==> src/rtl/sah_pkg.sv <==
// Constants, types and register map of the stepper axis homing and fault status block.
// Assumes one 100 MHz clock and an AXI4-Lite master on the register side.
// Summary of operation
// - Autoscale 0 uses user PWM amplitude; 1 selects automatic current control.
// - Homing mode 1 searches the left switch; mode 4 approaches it from both sides.
// - Modes 7 and 8 search home switch, positive or negative, ignoring end switches.
// - Mode plus 128 inverts home switch polarity for modes 5 to 8.
// - Mode plus 64 searches the right switch instead of left in modes 1 to 4.
// - Coarse homing phase moves at the programmed coarse search speed.
// - Modes 2 and 3 yield the signed distance between both end switches.
// - Position before zeroing during homing is saved to a read-only register.
// - Standby current zero at standstill applies the selected coil option 0 to 3.
// - Current load measurement is readable as unsigned 0 to 1023.
// - Motion error status: value 1 stall error, value 2 position deviation error.
// - Motion error flags clear on status read or on a motion command.
// - Driver status bits 0..2: stall, overtemperature shutdown, temperature pre-warning.
// - Driver status bits 3 and 4: short to ground on coil A or B.
// - Driver status bits 5 and 6: open load on coil A or B.
// - Driver status bit 7: no step pulse during the last 2^20 clock cycles.
// - After power-down delay in 10 ms units, current ramps down to standby.
// - Absolute angle within one motor rotation is readable as read-only value.
// - Unit mode 0 internal units, 1 pulses per second; default 1.
package sah_pkg;
  localparam int          ADDR_W        = 10;
  localparam int          CLK_HZ        = 100_000_000;
  // Register indices; byte address is four times the index
  localparam logic [7:0]  IDX_AUTOSCALE = 8'hc0;
  localparam logic [7:0]  IDX_MODE      = 8'hc1;
  localparam logic [7:0]  IDX_COARSE    = 8'hc2;
  localparam logic [7:0]  IDX_FINE      = 8'hc3;
  localparam logic [7:0]  IDX_SPAN      = 8'hc4;
  localparam logic [7:0]  IDX_PREPOS    = 8'hc5;
  localparam logic [7:0]  IDX_COIL      = 8'hcc;
  localparam logic [7:0]  IDX_LOAD      = 8'hce;
  localparam logic [7:0]  IDX_MERR      = 8'hcf;
  localparam logic [7:0]  IDX_DRV       = 8'hd0;
  localparam logic [7:0]  IDX_ENC       = 8'hd1;
  localparam logic [7:0]  IDX_PDELAY    = 8'hd6;
  localparam logic [7:0]  IDX_ANGLE     = 8'hd7;
  localparam logic [7:0]  IDX_HCTRL     = 8'he0;
  localparam logic [7:0]  IDX_UNIT      = 8'hff;
  // Homing control bits
  localparam int          HCTRL_START   = 0;
  localparam int          HCTRL_STOP    = 1;
  // Mode field layout
  localparam int          MODE_RIGHT    = 6;
  localparam int          MODE_INV      = 7;
  // Reset values
  localparam logic [31:0] RST_PDELAY    = 32'h0000_00c8;
  localparam logic        RST_UNIT      = 1'h1;
  localparam logic [7:0]  RST_MODE      = 8'h01;
  // Timing and AXI response codes
  localparam int          STILL_CYC     = 1 << 20;
  localparam int          PD_UNIT_MS    = 10;
  localparam int          PD_UNIT_CYC   = (CLK_HZ / 1000) * PD_UNIT_MS;
  localparam logic [1:0]  RESP_OKAY     = 2'h0;
  localparam logic [1:0]  RESP_SLVERR   = 2'h2;

  typedef enum logic [2:0] {
    ST_IDLE   = 3'b000,
    ST_FAR    = 3'b001,
    ST_COARSE = 3'b010,
    ST_FINE   = 3'b011,
    ST_FINE2  = 3'b100,
    ST_ZERO   = 3'b101
  } sah_state_t;
endpackage

==> src/rtl/sah_axis.sv <==
// Per-axis homing, standstill, power-down and fault status block with AXI4-Lite registers.
// Assumes switch pins are asynchronous; position, step, encoder and fault inputs share the clock.
//
// Decided for this implementation: the AXI4-Lite interface to the registers.
`timescale 1ns/1ps
module sah_axis #(
  parameter int STILL_CYCLES = sah_pkg::STILL_CYC,
  parameter int PD_UNIT_CYCLES = sah_pkg::PD_UNIT_CYC
) (
  input  wire logic                       core_clk_i,
  input  wire logic                       nrst_i,
  input  wire logic                       ce_i,
  input  wire logic [sah_pkg::ADDR_W-1:0] s_axi_awaddr_i,
  input  wire logic                       s_axi_awvalid_i,
  output logic                            s_axi_awready_o,
  input  wire logic [31:0]                s_axi_wdata_i,
  input  wire logic [3:0]                 s_axi_wstrb_i,
  input  wire logic                       s_axi_wvalid_i,
  output logic                            s_axi_wready_o,
  output logic [1:0]                      s_axi_bresp_o,
  output logic                            s_axi_bvalid_o,
  input  wire logic                       s_axi_bready_i,
  input  wire logic [sah_pkg::ADDR_W-1:0] s_axi_araddr_i,
  input  wire logic                       s_axi_arvalid_i,
  output logic                            s_axi_arready_o,
  output logic [31:0]                     s_axi_rdata_o,
  output logic [1:0]                      s_axi_rresp_o,
  output logic                            s_axi_rvalid_o,
  input  wire logic                       s_axi_rready_i,
  input  wire logic                       left_sw_i,
  input  wire logic                       right_sw_i,
  input  wire logic                       home_sw_i,
  input  wire logic [31:0]                position_i,
  input  wire logic                       step_pulse_i,
  input  wire logic                       motion_cmd_i,
  input  wire logic                       stall_event_i,
  input  wire logic                       deviation_event_i,
  input  wire logic [6:0]                 drv_flags_i,
  input  wire logic [9:0]                 load_i,
  input  wire logic [31:0]                absolute_angle_i,
  input  wire logic                       enc_step_i,
  input  wire logic                       enc_dir_i,
  input  wire logic                       standby_zero_i,
  output logic                            homing_busy_o,
  output logic                            homing_dir_o,
  output logic [22:0]                     homing_speed_o,
  output logic                            pos_zero_o,
  output logic                            auto_current_o,
  output logic [1:0]                      coil_mode_o,
  output logic                            current_reduce_o,
  output logic                            unit_pps_o
);
  import sah_pkg::*;

  // ********************************************************
  // State
  // ********************************************************
  typedef struct packed {
    logic [2:0]  sync1;
    logic [2:0]  sync2;
    logic        autoscale;
    logic [7:0]  mode;
    logic [22:0] coarse;
    logic [22:0] fine;
    logic [31:0] span;
    logic [31:0] prepos;
    logic [31:0] farpos;
    logic [1:0]  free;
    logic [1:0]  merr;
    logic [31:0] enc;
    logic [31:0] pdelay;
    logic        unit;
    sah_state_t  st;
    logic        dir;
    logic [22:0] spd;
    logic        zero;
    logic [1:0]  coil;
    logic [31:0] still_cnt;
    logic        still;
    logic [31:0] tick_cnt;
    logic [31:0] pd_units;
    logic        reduce;
    logic        aw_got;
    logic [7:0]  aw_idx;
    logic        w_got;
    logic [31:0] wdata;
    logic [3:0]  wstrb;
    logic        bvalid;
    logic [1:0]  bresp;
    logic        rvalid;
    logic [31:0] rdata;
    logic [1:0]  rresp;
  } sah_regs_t;

  sah_regs_t q;
  sah_regs_t d;

  function automatic logic [31:0] merge(input logic [31:0] old, input logic [31:0] nw,
                                        input logic [3:0] strb);
    logic [31:0] r;
    r = old;
    for (int i = 0; i < 4; i++)
    begin
      if (strb[i])
      begin
        r[i*8 +: 8] = nw[i*8 +: 8];
      end
    end
    return r;
  endfunction

  // ********************************************************
  // Next state
  // ********************************************************
  logic        sw_left;
  logic        sw_right;
  logic        sw_home;
  logic [5:0]  base;
  logic        target;
  logic        far_sw;
  logic        toward;
  logic        do_write;
  logic [31:0] wv;
  logic        rd_take;
  logic        start;
  logic        stop;

  always_comb
  begin
    d = q;
    sw_left = q.sync2[0];
    sw_right = q.sync2[1];
    sw_home = q.sync2[2];
    base = q.mode[5:0];
    start = 1'b0;
    stop = 1'b0;
    // Only the second stage is read to avoid metastable values
    d.sync1 = {home_sw_i, right_sw_i, left_sw_i};
    d.sync2 = q.sync1;
    d.zero = 1'b0;

    // Homing switch and direction selection
    toward = q.mode[MODE_RIGHT];
    if (base <= 6'd4)
    begin
      target = q.mode[MODE_RIGHT] ? sw_right : sw_left;
      far_sw = q.mode[MODE_RIGHT] ? sw_left : sw_right;
    end
    else
    begin
      target = sw_home ^ q.mode[MODE_INV];
      far_sw = 1'b0;
    end

    // AXI write path: address and data may come in either order
    if (s_axi_awvalid_i && !q.aw_got && !q.bvalid)
    begin
      d.aw_got = 1'b1;
      d.aw_idx = s_axi_awaddr_i[ADDR_W-1:2];
    end
    if (s_axi_wvalid_i && !q.w_got && !q.bvalid)
    begin
      d.w_got = 1'b1;
      d.wdata = s_axi_wdata_i;
      d.wstrb = s_axi_wstrb_i;
    end
    do_write = q.aw_got && q.w_got && !q.bvalid;
    wv = q.wdata;
    if (do_write)
    begin
      d.aw_got = 1'b0;
      d.w_got = 1'b0;
      d.bvalid = 1'b1;
      d.bresp = RESP_OKAY;
      unique case (q.aw_idx)
        IDX_AUTOSCALE: if (q.wstrb[0]) d.autoscale = wv[0];
        IDX_MODE:      if (q.wstrb[0]) d.mode = wv[7:0];
        IDX_COARSE:    d.coarse = 23'(merge({9'h000, q.coarse}, wv, q.wstrb));
        IDX_FINE:      d.fine = 23'(merge({9'h000, q.fine}, wv, q.wstrb));
        IDX_COIL:      if (q.wstrb[0]) d.free = wv[1:0];
        IDX_ENC:       d.enc = merge(q.enc, wv, q.wstrb);
        IDX_PDELAY:    d.pdelay = merge(q.pdelay, wv, q.wstrb);
        IDX_UNIT:      if (q.wstrb[0]) d.unit = wv[0];
        IDX_HCTRL:
        begin
          start = q.wstrb[0] && wv[HCTRL_START];
          stop = q.wstrb[0] && wv[HCTRL_STOP];
        end
        IDX_SPAN, IDX_PREPOS, IDX_LOAD, IDX_MERR, IDX_DRV, IDX_ANGLE: ;
        default:       d.bresp = RESP_SLVERR;
      endcase
    end
    else if (q.bvalid && s_axi_bready_i)
    begin
      d.bvalid = 1'b0;
    end

    // Encoder counter; a software write takes precedence over a count
    if (!(do_write && q.aw_idx == IDX_ENC))
    begin
      if (enc_step_i)
      begin
        d.enc = enc_dir_i ? q.enc + 32'h1 : q.enc - 32'h1;
      end
    end

    // AXI read path
    rd_take = s_axi_arvalid_i && !q.rvalid;
    if (rd_take)
    begin
      d.rvalid = 1'b1;
      d.rresp = RESP_OKAY;
      unique case (s_axi_araddr_i[ADDR_W-1:2])
        IDX_AUTOSCALE: d.rdata = {31'h0, q.autoscale};
        IDX_MODE:      d.rdata = {24'h0, q.mode};
        IDX_COARSE:    d.rdata = {9'h0, q.coarse};
        IDX_FINE:      d.rdata = {9'h0, q.fine};
        IDX_SPAN:      d.rdata = q.span;
        IDX_PREPOS:    d.rdata = q.prepos;
        IDX_COIL:      d.rdata = {30'h0, q.free};
        IDX_LOAD:      d.rdata = {22'h0, load_i};
        IDX_MERR:      d.rdata = {30'h0, q.merr};
        IDX_DRV:       d.rdata = {24'h0, q.still, drv_flags_i};
        IDX_ENC:       d.rdata = q.enc;
        IDX_PDELAY:    d.rdata = q.pdelay;
        IDX_ANGLE:     d.rdata = absolute_angle_i;
        IDX_HCTRL:     d.rdata = 32'h0;
        IDX_UNIT:      d.rdata = {31'h0, q.unit};
        default:
        begin
          d.rdata = 32'h0;
          d.rresp = RESP_SLVERR;
        end
      endcase
    end
    else if (q.rvalid && s_axi_rready_i)
    begin
      d.rvalid = 1'b0;
    end

    // Motion error flags: a new event wins over the clear
    if ((rd_take && s_axi_araddr_i[ADDR_W-1:2] == IDX_MERR) || motion_cmd_i || start)
    begin
      d.merr = 2'h0;
    end
    if (stall_event_i)
    begin
      d.merr[0] = 1'b1;
    end
    if (deviation_event_i)
    begin
      d.merr[1] = 1'b1;
    end

    // Homing sequence
    unique case (q.st)
      ST_IDLE:
      begin
        if (start && base >= 6'd1 && base <= 6'd8)
        begin
          unique case (base)
            6'd2, 6'd3:
            begin
              d.st = ST_FAR;
              d.dir = !toward;
            end
            6'd1, 6'd4:
            begin
              d.st = ST_COARSE;
              d.dir = toward;
            end
            6'd5, 6'd8:
            begin
              d.st = ST_COARSE;
              d.dir = 1'b0;
            end
            default:
            begin
              d.st = ST_COARSE;
              d.dir = 1'b1;
            end
          endcase
        end
      end
      ST_FAR:
      begin
        if (far_sw)
        begin
          d.farpos = position_i;
          d.st = ST_COARSE;
          d.dir = !q.dir;
        end
      end
      ST_COARSE:
      begin
        if (target)
        begin
          d.st = ST_FINE;
          d.dir = !q.dir;
        end
        else if ((base == 6'd5 || base == 6'd6) && (q.dir ? sw_right : sw_left))
        begin
          // Home search with end switches: turn at the end stop
          d.dir = !q.dir;
        end
      end
      ST_FINE:
      begin
        if (!target)
        begin
          if (base == 6'd4)
          begin
            d.st = ST_FINE2;
            d.dir = !q.dir;
          end
          else
          begin
            d.st = ST_ZERO;
          end
        end
      end
      ST_FINE2:
      begin
        if (target)
        begin
          d.st = ST_ZERO;
        end
      end
      ST_ZERO:
      begin
        d.prepos = position_i;
        d.zero = 1'b1;
        if (base == 6'd2 || base == 6'd3)
        begin
          d.span = q.farpos - position_i;
        end
        d.st = ST_IDLE;
      end
      default: d.st = ST_IDLE;
    endcase
    if (stop)
    begin
      d.st = ST_IDLE;
    end
    unique case (d.st)
      ST_FAR, ST_COARSE: d.spd = q.coarse;
      ST_FINE, ST_FINE2: d.spd = q.fine;
      default:           d.spd = 23'h0;
    endcase

    // Standstill detection and power-down delay
    if (step_pulse_i)
    begin
      d.still_cnt = 32'h0;
      d.still = 1'b0;
      d.tick_cnt = 32'h0;
      d.pd_units = 32'h0;
    end
    else
    begin
      if (q.still_cnt == 32'(STILL_CYCLES - 1))
      begin
        d.still = 1'b1;
      end
      else
      begin
        d.still_cnt = q.still_cnt + 32'h1;
      end
      if (q.tick_cnt == 32'(PD_UNIT_CYCLES - 1))
      begin
        d.tick_cnt = 32'h0;
        // Saturate so a long stop never wraps back to full current
        if (q.pd_units != 32'hffff_ffff)
        begin
          d.pd_units = q.pd_units + 32'h1;
        end
      end
      else
      begin
        d.tick_cnt = q.tick_cnt + 32'h1;
      end
    end
    d.reduce = !step_pulse_i && (d.pd_units >= q.pdelay);
    d.coil = (standby_zero_i && q.reduce) ? q.free : 2'h0;
  end

  // ********************************************************
  // Registers
  // ********************************************************
  always_ff @(posedge core_clk_i or negedge nrst_i)
  begin
    if (!nrst_i)
    begin
      q <= '0;
      q.mode <= RST_MODE;
      q.pdelay <= RST_PDELAY;
      q.unit <= RST_UNIT;
      q.st <= ST_IDLE;
    end
    else if (ce_i)
    begin
      q <= d;
    end
  end

  // ********************************************************
  // Outputs
  // ********************************************************
  assign s_axi_awready_o = ce_i && !q.aw_got && !q.bvalid;
  assign s_axi_wready_o = ce_i && !q.w_got && !q.bvalid;
  assign s_axi_bvalid_o = q.bvalid;
  assign s_axi_bresp_o = q.bresp;
  assign s_axi_arready_o = ce_i && !q.rvalid;
  assign s_axi_rvalid_o = q.rvalid;
  assign s_axi_rdata_o = q.rdata;
  assign s_axi_rresp_o = q.rresp;
  assign homing_busy_o = q.st != ST_IDLE;
  assign homing_dir_o = q.dir;
  assign homing_speed_o = q.spd;
  assign pos_zero_o = q.zero;
  assign auto_current_o = q.autoscale;
  assign coil_mode_o = q.coil;
  assign current_reduce_o = q.reduce;
  assign unit_pps_o = q.unit;
endmodule // sah_axis

==> config.mk <==
export PLATFORM = sky130hd
export DESIGN_NAME = sah_axis
export DESIGN_NICKNAME = d
export VERILOG_FILES = /design/src/rtl/sah_pkg.sv /design/src/rtl/sah_axis.sv
export SDC_FILE = /design/constraint.sdc
export NUM_CORES = 1
export LEC_CHECK = 0
export BUFFER_PORTS_ARGS = -buffer_cell sky130_fd_sc_hd__buf_2
export CAP_MARGIN = 20
export CORE_UTILIZATION = 60
export CTS_BUF_LIST = sky130_fd_sc_hd__clkbuf_16
export DETAILED_ROUTE_END_ITERATION = 10
export PLACE_DENSITY = 0.92
export SYNTH_ARGS = -nofsm -noshare
export SYNTH_HDL_FRONTEND = slang
export SYNTH_SLANG_ARGS = --single-unit
==> constraint.sdc <==
create_clock -name core_clk_i -period 12.6 [get_ports core_clk_i]
set_input_delay 0.63 -clock core_clk_i [delete_from_list [all_inputs] [get_ports core_clk_i]]
set_output_delay 0.63 -clock core_clk_i [all_outputs]
set_load 0.01 [all_outputs]
## Word-level counts from Yosys, hierarchy flattened

Cells that the tools add are included.

- Logic and storage cells: 250
- Register bits: 438
- Input bits: 155

- Bitwise gates (word level): 1
- Reductions and logical operators: 81
- Magnitude comparators: 4
- Eq/ne operators: 55
- $add $sub $neg: 6
- Muxes and demuxes: 61

Operators with widths:

| operator | count |
|---|---|
| 32-bit case mux with 14 select lines | 1 |
| 32-bit 2-to-1 mux | 9 |
| 8-bit equality test (second input constant) | 30 |
| 32-bit by 1-bit adder with 32-bit output (second input constant) | 4 |
| 97-bit 2-to-1 mux | 1 |
| 65-bit 2-to-1 mux | 1 |
| 32-bit by 20-bit equality test with 1-bit output (second input constant) | 2 |
| 8-bit 2-to-1 mux | 8 |
| 4-bit AND reduction | 14 |
| 23-bit case mux with 2 select lines | 1 |
| 37-bit 2-to-1 mux | 1 |
| 32-bit greater-or-equal comparator | 1 |
| 32-bit inequality test (second input constant) | 1 |
| 32-bit by 1-bit subtractor with 32-bit output (second input constant) | 1 |
| 32-bit subtractor | 1 |
| 15-bit OR reduction | 2 |
| 2-bit AND reduction | 13 |
| 1-bit 2-to-1 mux | 25 |
| 1-bit logical AND | 23 |
| 6-bit by 3-bit equality test with 1-bit output (second input constant) | 3 |
| 3-bit case mux with 5 select lines | 1 |
| 2-bit nonzero test | 7 |
| 3-bit by 2-bit equality test with 1-bit output (second input constant) | 4 |
| 6-bit by 2-bit equality test with 1-bit output (second input constant) | 2 |
| 24 further kinds | 52 |

## Logic depth before layout (Yosys ltp)

Gate-level depths: netlist of the first run.

- Word-level depth: 11
- Depth in mapped cells: 19
- Gate-level depth less buffers: 19

## Least setup slack after synthesis of the first run

No wires, ideal clock.

- Path kind: flip-flop to flip-flop
- From: register q[144] (netlist name)
- To: register q (netlist bit current_reduce_o)
- Clock period less this slack: 3.989 ns
- Data arrival time: 3.847 ns
- Slack: 8.611 ns
- Stages on the path, launching flop included: 20
- Setup time: 0.142 ns
- Required time: 12.458 ns
- Cells stage by stage: dfrtp_1 clkbuf_1 nor4_1 nand4_1 or4_1 a311oi_4 nand4_4 or4_4 xor2_1 nor2_1 ha_1 a21o_1 a21oi_1 nor2b_1 o21ai_0 nand2b_1 a21oi_1 nor2_1 a211oi_1 o221ai_1

RTL lines:

| what | line | source |
|---|---|---|
| from (decl) | sah_axis.sv:95 | `sah_regs_t q;` |

==> results of run 1 <==
## synth_stat cells (7+ instances only)
library cell and n:
ha_1 96, and3_1 32, o21a_1 7, mux2i_1 9, or3_1 16, nand4_1 35
mux2_2 151, o22ai_1 26, a222oi_1 51, xnor2_1 63, nand2b_1 22, a22oi_1 24
o21ai_1 12, nor4_1 19, nand3_1 76, clkbuf_1 95, buf_4 64, o21ai_0 176
and2_1 35, a221oi_1 15, nand2_1 274, xor2_1 73, a21o_1 67, nor2b_1 13
dfrtp_1 431, nor3_1 23, a221o_1 26, and4_1 10, o31ai_1 21, nor2_1 205
a211o_1 7, a31oi_1 13, or2_2 7, inv_1 97, a21oi_1 135
## cells by family (layout without fill, tap and decap cells)
| logic type | count (synthesis) | count (layout) |
|---|---|---|
| adders and majority gates | 98 | 98 |
| AOI/OAI and AO/OA | 641 | 641 |
| muxes | 160 | 160 |
| other | 1 | 2 |
| DFF | 436 | 436 |
| and+or+nand+nor | 796 | 796 |
| buffers and inverters | 266 | 428 |
| xor gates and xnor gates | 136 | 136 |
## stage by stage
step | hold WS [ns] | cells
floorplan | 0.334 | 2535
global placement | 0.458 | 3134
detailed placement | 0.461 | 3134
CTS | 0.113 | 3218
global route | 0.169 | 3222
finish | 0.0835 | 3222
## area by class of cell
| type | count | share of cell area (%) |
|---|---|---|
| Inverter | 97 | 1.34 |
| Multi-Input combinational cell | 1833 | 45.5 |
| Clock inverter | 37 | 1.02 |
| Sequential cell | 436 | 40.3 |
| Timing Repair Buffer | 247 | 5.05 |
| Tap cell | 525 | 2.42 |
| Clock buffer | 47 | 4.34 |
## state kept, by name, indices dropped and copies added (netlist names), 2 cells and up
| signal | cells |
|---|---|
| d | 3 |
| q | 329 |
| wv | 32 |
| homing_speed_o | 23 |
| s_axi_rdata_o | 32 |
| coil_mode_o | 2 |
| base | 6 |
## power by group through the flow
stage,combinational [uW],clock [uW],sequential (uW)
6_report,1410,1350,1920
5_1_grt,1530,1400,1940
4_1_cts,1370,1350,1900
3_5_place_dp,1340,0,1920
3_3_place_gp,1270,0,1900
2_1_floorplan,1060,0,1790
## layer usage
| layer | GRT usage, % | vias to the layer above |
|---|---|---|
| met1 | 44.1 | 10500 |
| met4 | 18.7 | 2 |
| met2 | 55.7 | 1328 |
| met3 | 7.61 | 310 |
| li1 | - | 9366 |
| met5 | 0 | - |
## final timing paths
check / endpoint / slack (ns) / start / cells past startpoint
max reg2reg: current_reduce_o$_DFFE_PN0P_ / 7.88 / q[127]$_DFFE_PN0P_ / 18
min: q[172]$_DFFE_PN0P_ / 0.08 / nrst_i / 1
max: current_reduce_o$_DFFE_PN0P_ / 7.88 / q[127]$_DFFE_PN0P_ / 18
min reg2reg: s_axi_bresp_o[1]$_DFFE_PN0P_ / 0.47 / s_axi_bresp_o[1]$_DFFE_PN0P_ / 2
max in group asynchronous: q[395]$_DFFE_PN0P_ / 10.42 / nrst_i / 4
min in group core_clk_i: q[80]$_DFFE_PN0P_ / 0.24 / s_axi_awaddr_i[7] / 3
## critical path: stages, from the launching register on
cell and delay, ns:
dfrtp_1 0.45, nor4b_2 0.39, nand4_1 0.18, or4_1 0.50
a311oi_4 0.64, nand4_4 0.20, or4_4 0.48, xor2_1 0.18
nor2_1 0.06, ha_1 0.32, a21o_1 0.16, a21oi_1 0.14
nor2b_1 0.06, o21ai_0 0.18, nand2b_1 0.09, a21oi_1 0.15
nor2_1 0.06, a211oi_1 0.17, o221ai_1 0.14
==> metrics, run 1 <==
post-synthesis compound-gate area fraction=17.5%; CP Class=reg2reg; power share of the combinational group=roughly 30%; cts hold-fix bufs=0; Fmax=about 0.21 GHz; Total GRT Usage=34.8%; Synth Area in Adders=between 5 and 6%; DIE WIDTH=204 um; internal power=2990 uW; Reg area=10,900 um2; Synth Area in Simple Gates=between 10% and 20%; xor and xnor fraction of the mapped netlist area=under 10%; sw power=1680 uW; Seq/Total Area, Yosys=between 40 and 50%; via/cell ratio=around 6.7; synth top area cells=dfrtp_1 (44%), mux2_2 (7.0%), ha_1 (4.9%), nand2_1 (4.2%), o21ai_0 (3.6%); die height=slightly above 200 um; commonest non-fill, non-tap cells in the layout=dfrtp_1 (431), nand2_1 (274), buf_2 (220); min Tclk post-route=between 4 and 5 ns; Pwr Total=4670 uW; Max clock buf depth=3; placed cell area=approximately 26,000 um2; Clock Sinks=about 440; Nets=just under 3k; RSZ-0062 raised after global routing=no; DR WL met2=~34,000 um; commonest non-fill, non-tap cell in the layout=dfrtp_1; Max VDD drop=around 140 uV; Synth area leader=dfrtp_1; number of remaining DRC errors=0; async set-or-reset flop fraction in the synthesized netlist=between 90% and 100%; Synth Register Bits=between 400 and 500; Root Driver=clkbuf_16; TNS Setup=0 ns; total grt overflow=0; highest metal used=met5; Max-Cap Viols=0; library cells used by synthesis=84; number of global-route vias before repair=between 20k and 25k; Critical Path AT=roughly 5 ns; syn avg cell area=9.65 um2; hpwl dp=roughly 50,000 um; WL per Instance=~22 um; total core area=between 40,000 and 50,000 um2; launching element type of the critical path=flop; share of post-route cells with drive strength above 1=between 10% and 20%; Final Worst Setup Slack=7.88 ns; # rows=73; wl on met1=approximately 27,000 um; Hold Fails Final Rpt=0; number of synthesized flops with an enable pin=0; cell count after synthesis=2,534; maximum number of pins on one net before global-route repair=170; # resized after CTS=0; slew margin rel.=20.6%; IO Pins=about 230; CTS tree=yes; Main synth FF type=dfrtp_1; n_diodes=0; met3 wire len=between 7000 and 8000 um; Layout area overhead=10.8%; setup slack at placement=8.02 ns; Req. time, crit path=13.02 ns; worst-path fanout max=10; PortBufs=220; Sequential Power Share=41.1%; H-tree depth=2; final setup violation count=0; Iteration-0 DRC Markers=roughly 2.7k; first-pass GRT wire length=~110,000 um; antenna-violating nets left=0; Starting Density=approximately three fifths; die area=between 40,000 and 50,000 um2; pwr/cell area=approximately 170 nW/um2; synthesized area=between 20,000 and 25,000 um2; Post-CTS Setup Bufs=0; global placer's final weighted congestion=~0.97; initial antenna violation count=1; Slew @ Worst Pin=approximately 1.2 ns; DRT Pass-1 Iters=10; top cell type's share of synthesized area=~44%; design area=between 20,000 and 30,000 um2; switching share of power=a little over a third; Setup Skew=0.0197 ns; LEAKAGE=0.0128 uW; max-slew violations=0; WL final=72,100 um; multiplexer share of the synthesized area=around 7.3%; CTS clk-pin slew, worst paths=around 0.06 ns; final design utilization=67.7%; CP Capture Type=flop; period utilization=between 30% and 40%; vias=between 20k and 25k; Clock Power Share=around 29%; cts bufs inserted=between 40 and 50; largest family of logic cells by synthesized area=compound AO/OA/AOI/OAI gates; area occupied by multi-input gates=12,300 um2; status=finished, final reports clean; Clock Latency Late Sink=around 0.6 ns; fill count=about 2.9k; Hold WC Path Type=in2async; Synth Warn #=0
(Power assumes the default switching activity.)
==> inputs of run 2 (changes only) <==
--- a/config.mk
+++ b/config.mk
@@ -5,6 +5,7 @@
 export SDC_FILE = /design/constraint.sdc
 export NUM_CORES = 1
 export LEC_CHECK = 0
+export ABC_AREA = 1
 export BUFFER_PORTS_ARGS = -buffer_cell sky130_fd_sc_hd__buf_2
 export CAP_MARGIN = 20
 export CORE_UTILIZATION = 60
==> constraint.sdc (replaced) <==
create_clock -name core_clk_i -period 4.8 [get_ports core_clk_i]
set_input_delay 0.24 -clock core_clk_i [delete_from_list [all_inputs] [get_ports core_clk_i]]
set_output_delay 0.24 -clock core_clk_i [all_outputs]
set_load 0.01 [all_outputs]
==> run 2 against run 1 <==
Against the previous run:
- wire length rose by 31%
- via count is 31% higher
- maximum frequency increased by 14%
==> metrics, run 2 <==
status=finished, final reports clean; met3 Use GR=10.8% (+3.2 points); busiest grt layer=met2; Hold Fails Final Rpt=0 (unchanged); pwr/cell area=410 nW/um2 (+140%); cts bufs inserted=47 (+2.2%); Main synth FF type=dfrtp_1; Slew @ Worst Pin=0.991 ns (-0.195 ns); Fmax=0.240 GHz (+14%); Clock Sinks=436 (unchanged); TNS Setup=0 ns (unchanged); WL final=94,600 um (+31%); die height=215 um (+5.3%); cell count after synthesis=3,687 (+46%); Nets=4,144 (+42%); synthesized area=27,100 um2 (+11%); syn avg cell area=7.36 um2 (-24%); maximum number of pins on one net before global-route repair=112 (-34%); Setup Skew=0.0436 ns (+0.0240 ns); largest register by flop count=q; global placer's final weighted congestion=0.983 (+1.5%); WL per Instance=20.9 um (-6.5%); Cell Chain, Critical Path=ha_1 > nand2_1 > nor2_1 > nand2_1 > nor2_2 > nand4_2 > nand3_1 > o21ai_0 > nor2_1 > ha_1 > nand2_1 > nor2_1 > nand2_1 > nor4_1 > buf_4 > nand4_1 > nand3_1 > nand3_1 > nand2_1; Total GRT Usage=41.1% (+6.3 points); launching element type of the critical path=flop; Worst Path Buf+Inv=1 (+1); Worst path most repeated cell=nand2_1; met2 GRT Util=62.7% (+7.1 points); Iteration-0 DRC Markers=3,764 (+38%); H-tree depth=2 (unchanged); Synth Register Bits=436 (unchanged); commonest non-fill, non-tap cell in the layout=nand2_1; # rows=77 (+5.5%); placed cell area=28,300 um2 (+11%); vias=28.1k (+31%); Non-Filler Instances=4,520 (+40%); total core area=44,400 um2 (+11%); slew margin rel.=33.7% (+13 points); async set-or-reset flop fraction in the synthesized netlist=100% (unchanged); library cells used by synthesis=65 (-23%); Req. time, crit path=5.35 ns (-7.67 ns); Clock Latency Late Sink=0.64 ns (+0.04 ns); Max clock buf depth=3 (unchanged); LEAKAGE=0.0148 uW (+16%); total grt overflow=0 (unchanged); period utilization=86.7% (+49 points); fill count=3,433 (+20%); min Tclk post-route=4.16 ns (-0.562 ns); commonest non-fill, non-tap cells in the layout=nand2_1 (963), dfrtp_1 (431), inv_1 (394); PortBufs=220 (unchanged); via/cell ratio=6.22 (-6.7%); antenna-violating nets left=0 (unchanged); max-slew violations=0 (unchanged); die area=46,100 um2 (+11%); placed insts=4,346 (+39%); top cell type's share of synthesized area=39.7% (-4.4 points); number of synthesized flops with an enable pin=0 (unchanged); CP Class=reg2reg; CP Capture Type=flop; Max VDD drop=332 uV (+140%); Critical Path AT=4.71 ns (-0.44 ns); Synth Warn #=0 (unchanged); hpwl dp=64,300 um (+31%); worst-path fanout max=24 (+14); Pwr Total=12,600 uW (+170%); initial antenna violation count=3 (+2); Root Driver=clkbuf_16; DIE WIDTH=215 um (+5.3%); number of remaining DRC errors=0 (unchanged); # resized after CTS=0 (unchanged); synth top area cells=dfrtp_1 (40%), nand2_1 (13%), o21ai_0 (6.7%), inv_1 (5.4%), ha_1 (4.4%); synth cell count leaders=nand2_1 (965), dfrtp_1 (431), inv_1 (392), o21ai_0 (362), nor2_1 (286); Layout area overhead=13.5%; top cell family by delay on the critical path=simple AND/OR/NAND/NOR gates; CTS tree=yes; count leader, synth=nand2_1; CTS clk-pin slew, worst paths=0.06 ns (about the same); first-pass GRT wire length=149,000 um (+31%); design area=30,800 um2 (+14%); Hold WC Path Type=in2reg; Seq/Total Area, Yosys=40.2% (-4.4 points); IO Pins=227 (unchanged); Synth area leader=dfrtp_1; RSZ-0062 raised after global routing=no; number of global-route vias before repair=27.3k (+27%); final setup violation count=0 (unchanged); GR Layer Usage met1=52.1% (+8.0 points); DRT Pass-1 Iters=7 (-3); Starting Density=61.1% (about the same); max reg flops=329 (unchanged); Worst path max stage delay=0.60 ns (-0.04 ns); Max-Cap Viols=0 (unchanged); CP max-delay cell=nand4_2; share of post-route cells with drive strength above 1=10.7% (-7.9 points)
==> run 2: path summary, 6_finish.rpt <==
| check | startpoint | end | slack [ns] | depth (start not counted) |
|---|---|---|---|---|
| worst max-delay path | q[85]$_DFFE_PN0P_ | current_reduce_o$_DFFE_PN0P_ | 0.64 | 19 |
| worst min-delay path | position_i[12] | q[325]$_DFFE_PN0P_ | 0.02 | 3 |
| worst max register to register | q[85]$_DFFE_PN0P_ | current_reduce_o$_DFFE_PN0P_ | 0.64 | 19 |
| worst min register to register | d[432]$_DFFE_PN0P_ | d[432]$_DFFE_PN0P_ | 0.47 | 2 |
| max in group asynchronous | nrst_i | q[434]$_DFFE_PN0P_ | 3.24 | 3 |
| min in group asynchronous | nrst_i | q[164]$_DFFE_PN0P_ | 0.26 | 2 |
==> run 2: cell families after synthesis <==
kind of cell    count (synthesis)  share of synthesized area, %
mux                             6                         0.249
compound gates                779                          16.2
buf+inv                       601                          9.48
xor+xnor                       76                          2.45
simple gates                 1690                          26.8
other cells                     1                        0.0138
fa+ha+maj                      98                          4.57
flops                         436                          40.2
==> run 2: what timing repair did <==
action                                 CTS  global route
hold buffers                            87             0
setup buffers                            0             0
endpoints found under the hold margin  205             0
==> run 2: final cells by class <==
type | instances | area (um2) | area share, %
Clock inverter | 37 | 433 | 1.41
Antenna cell | 1 | 2.50 | 0.00813
Timing Repair Buffer | 338 | 2250 | 7.32
Clock buffer | 48 | 1200 | 3.90
Multi-Input combinational cell | 2651 | 13700 | 44.4
Tap cell | 592 | 741 | 2.41
Inverter | 417 | 1570 | 5.09
Sequential cell | 436 | 10900 | 35.4
==> run 2: metal layers <==
metal | vias up | wire length [um]
met4 | 6 | 6960
met3 | 501 | 11400
met2 | 1998 | 41000
li1 | 12600 | -
met1 | 13000 | 35200
met5 | - | 59
==> run 2: worst reg2reg max path: cells and delay by family (launching register included) <==
kind / cells / cell delay (ns)
DFF: 1 / 0.41
and+or+nand+nor: 15 / 2.99
adders and majority gates: 2 / 0.36
AOI/OAI and AO/OA: 1 / 0.11
buffers and inverters: 1 / 0.23
==> run 2: power breakdown <==
part / leakage [uW] / internal, uW / switching [uW]
Combinational: 0.00835 / 1210 / 2740
Sequential: 0.00569 / 4260 / 480
Clock: 0.000803 / 2270 / 1670
Total: 0.0148 / 7740 / 4890
==> run 2: per-stage QoR <==
stage | hold WS [ns] | util, % | setup WS, ns
final | 0.0165 | 69.3 | 0.638
after global routing | 0.0425 | 69.3 | 0.385
after CTS | 0.000391 | 69.3 | 0.841
after detailed placement | 0.343 | 63.7 | 0.888
after global placement | 0.352 | 63.7 | 0.950
after floorplan | -0.0556 | - | 2.11
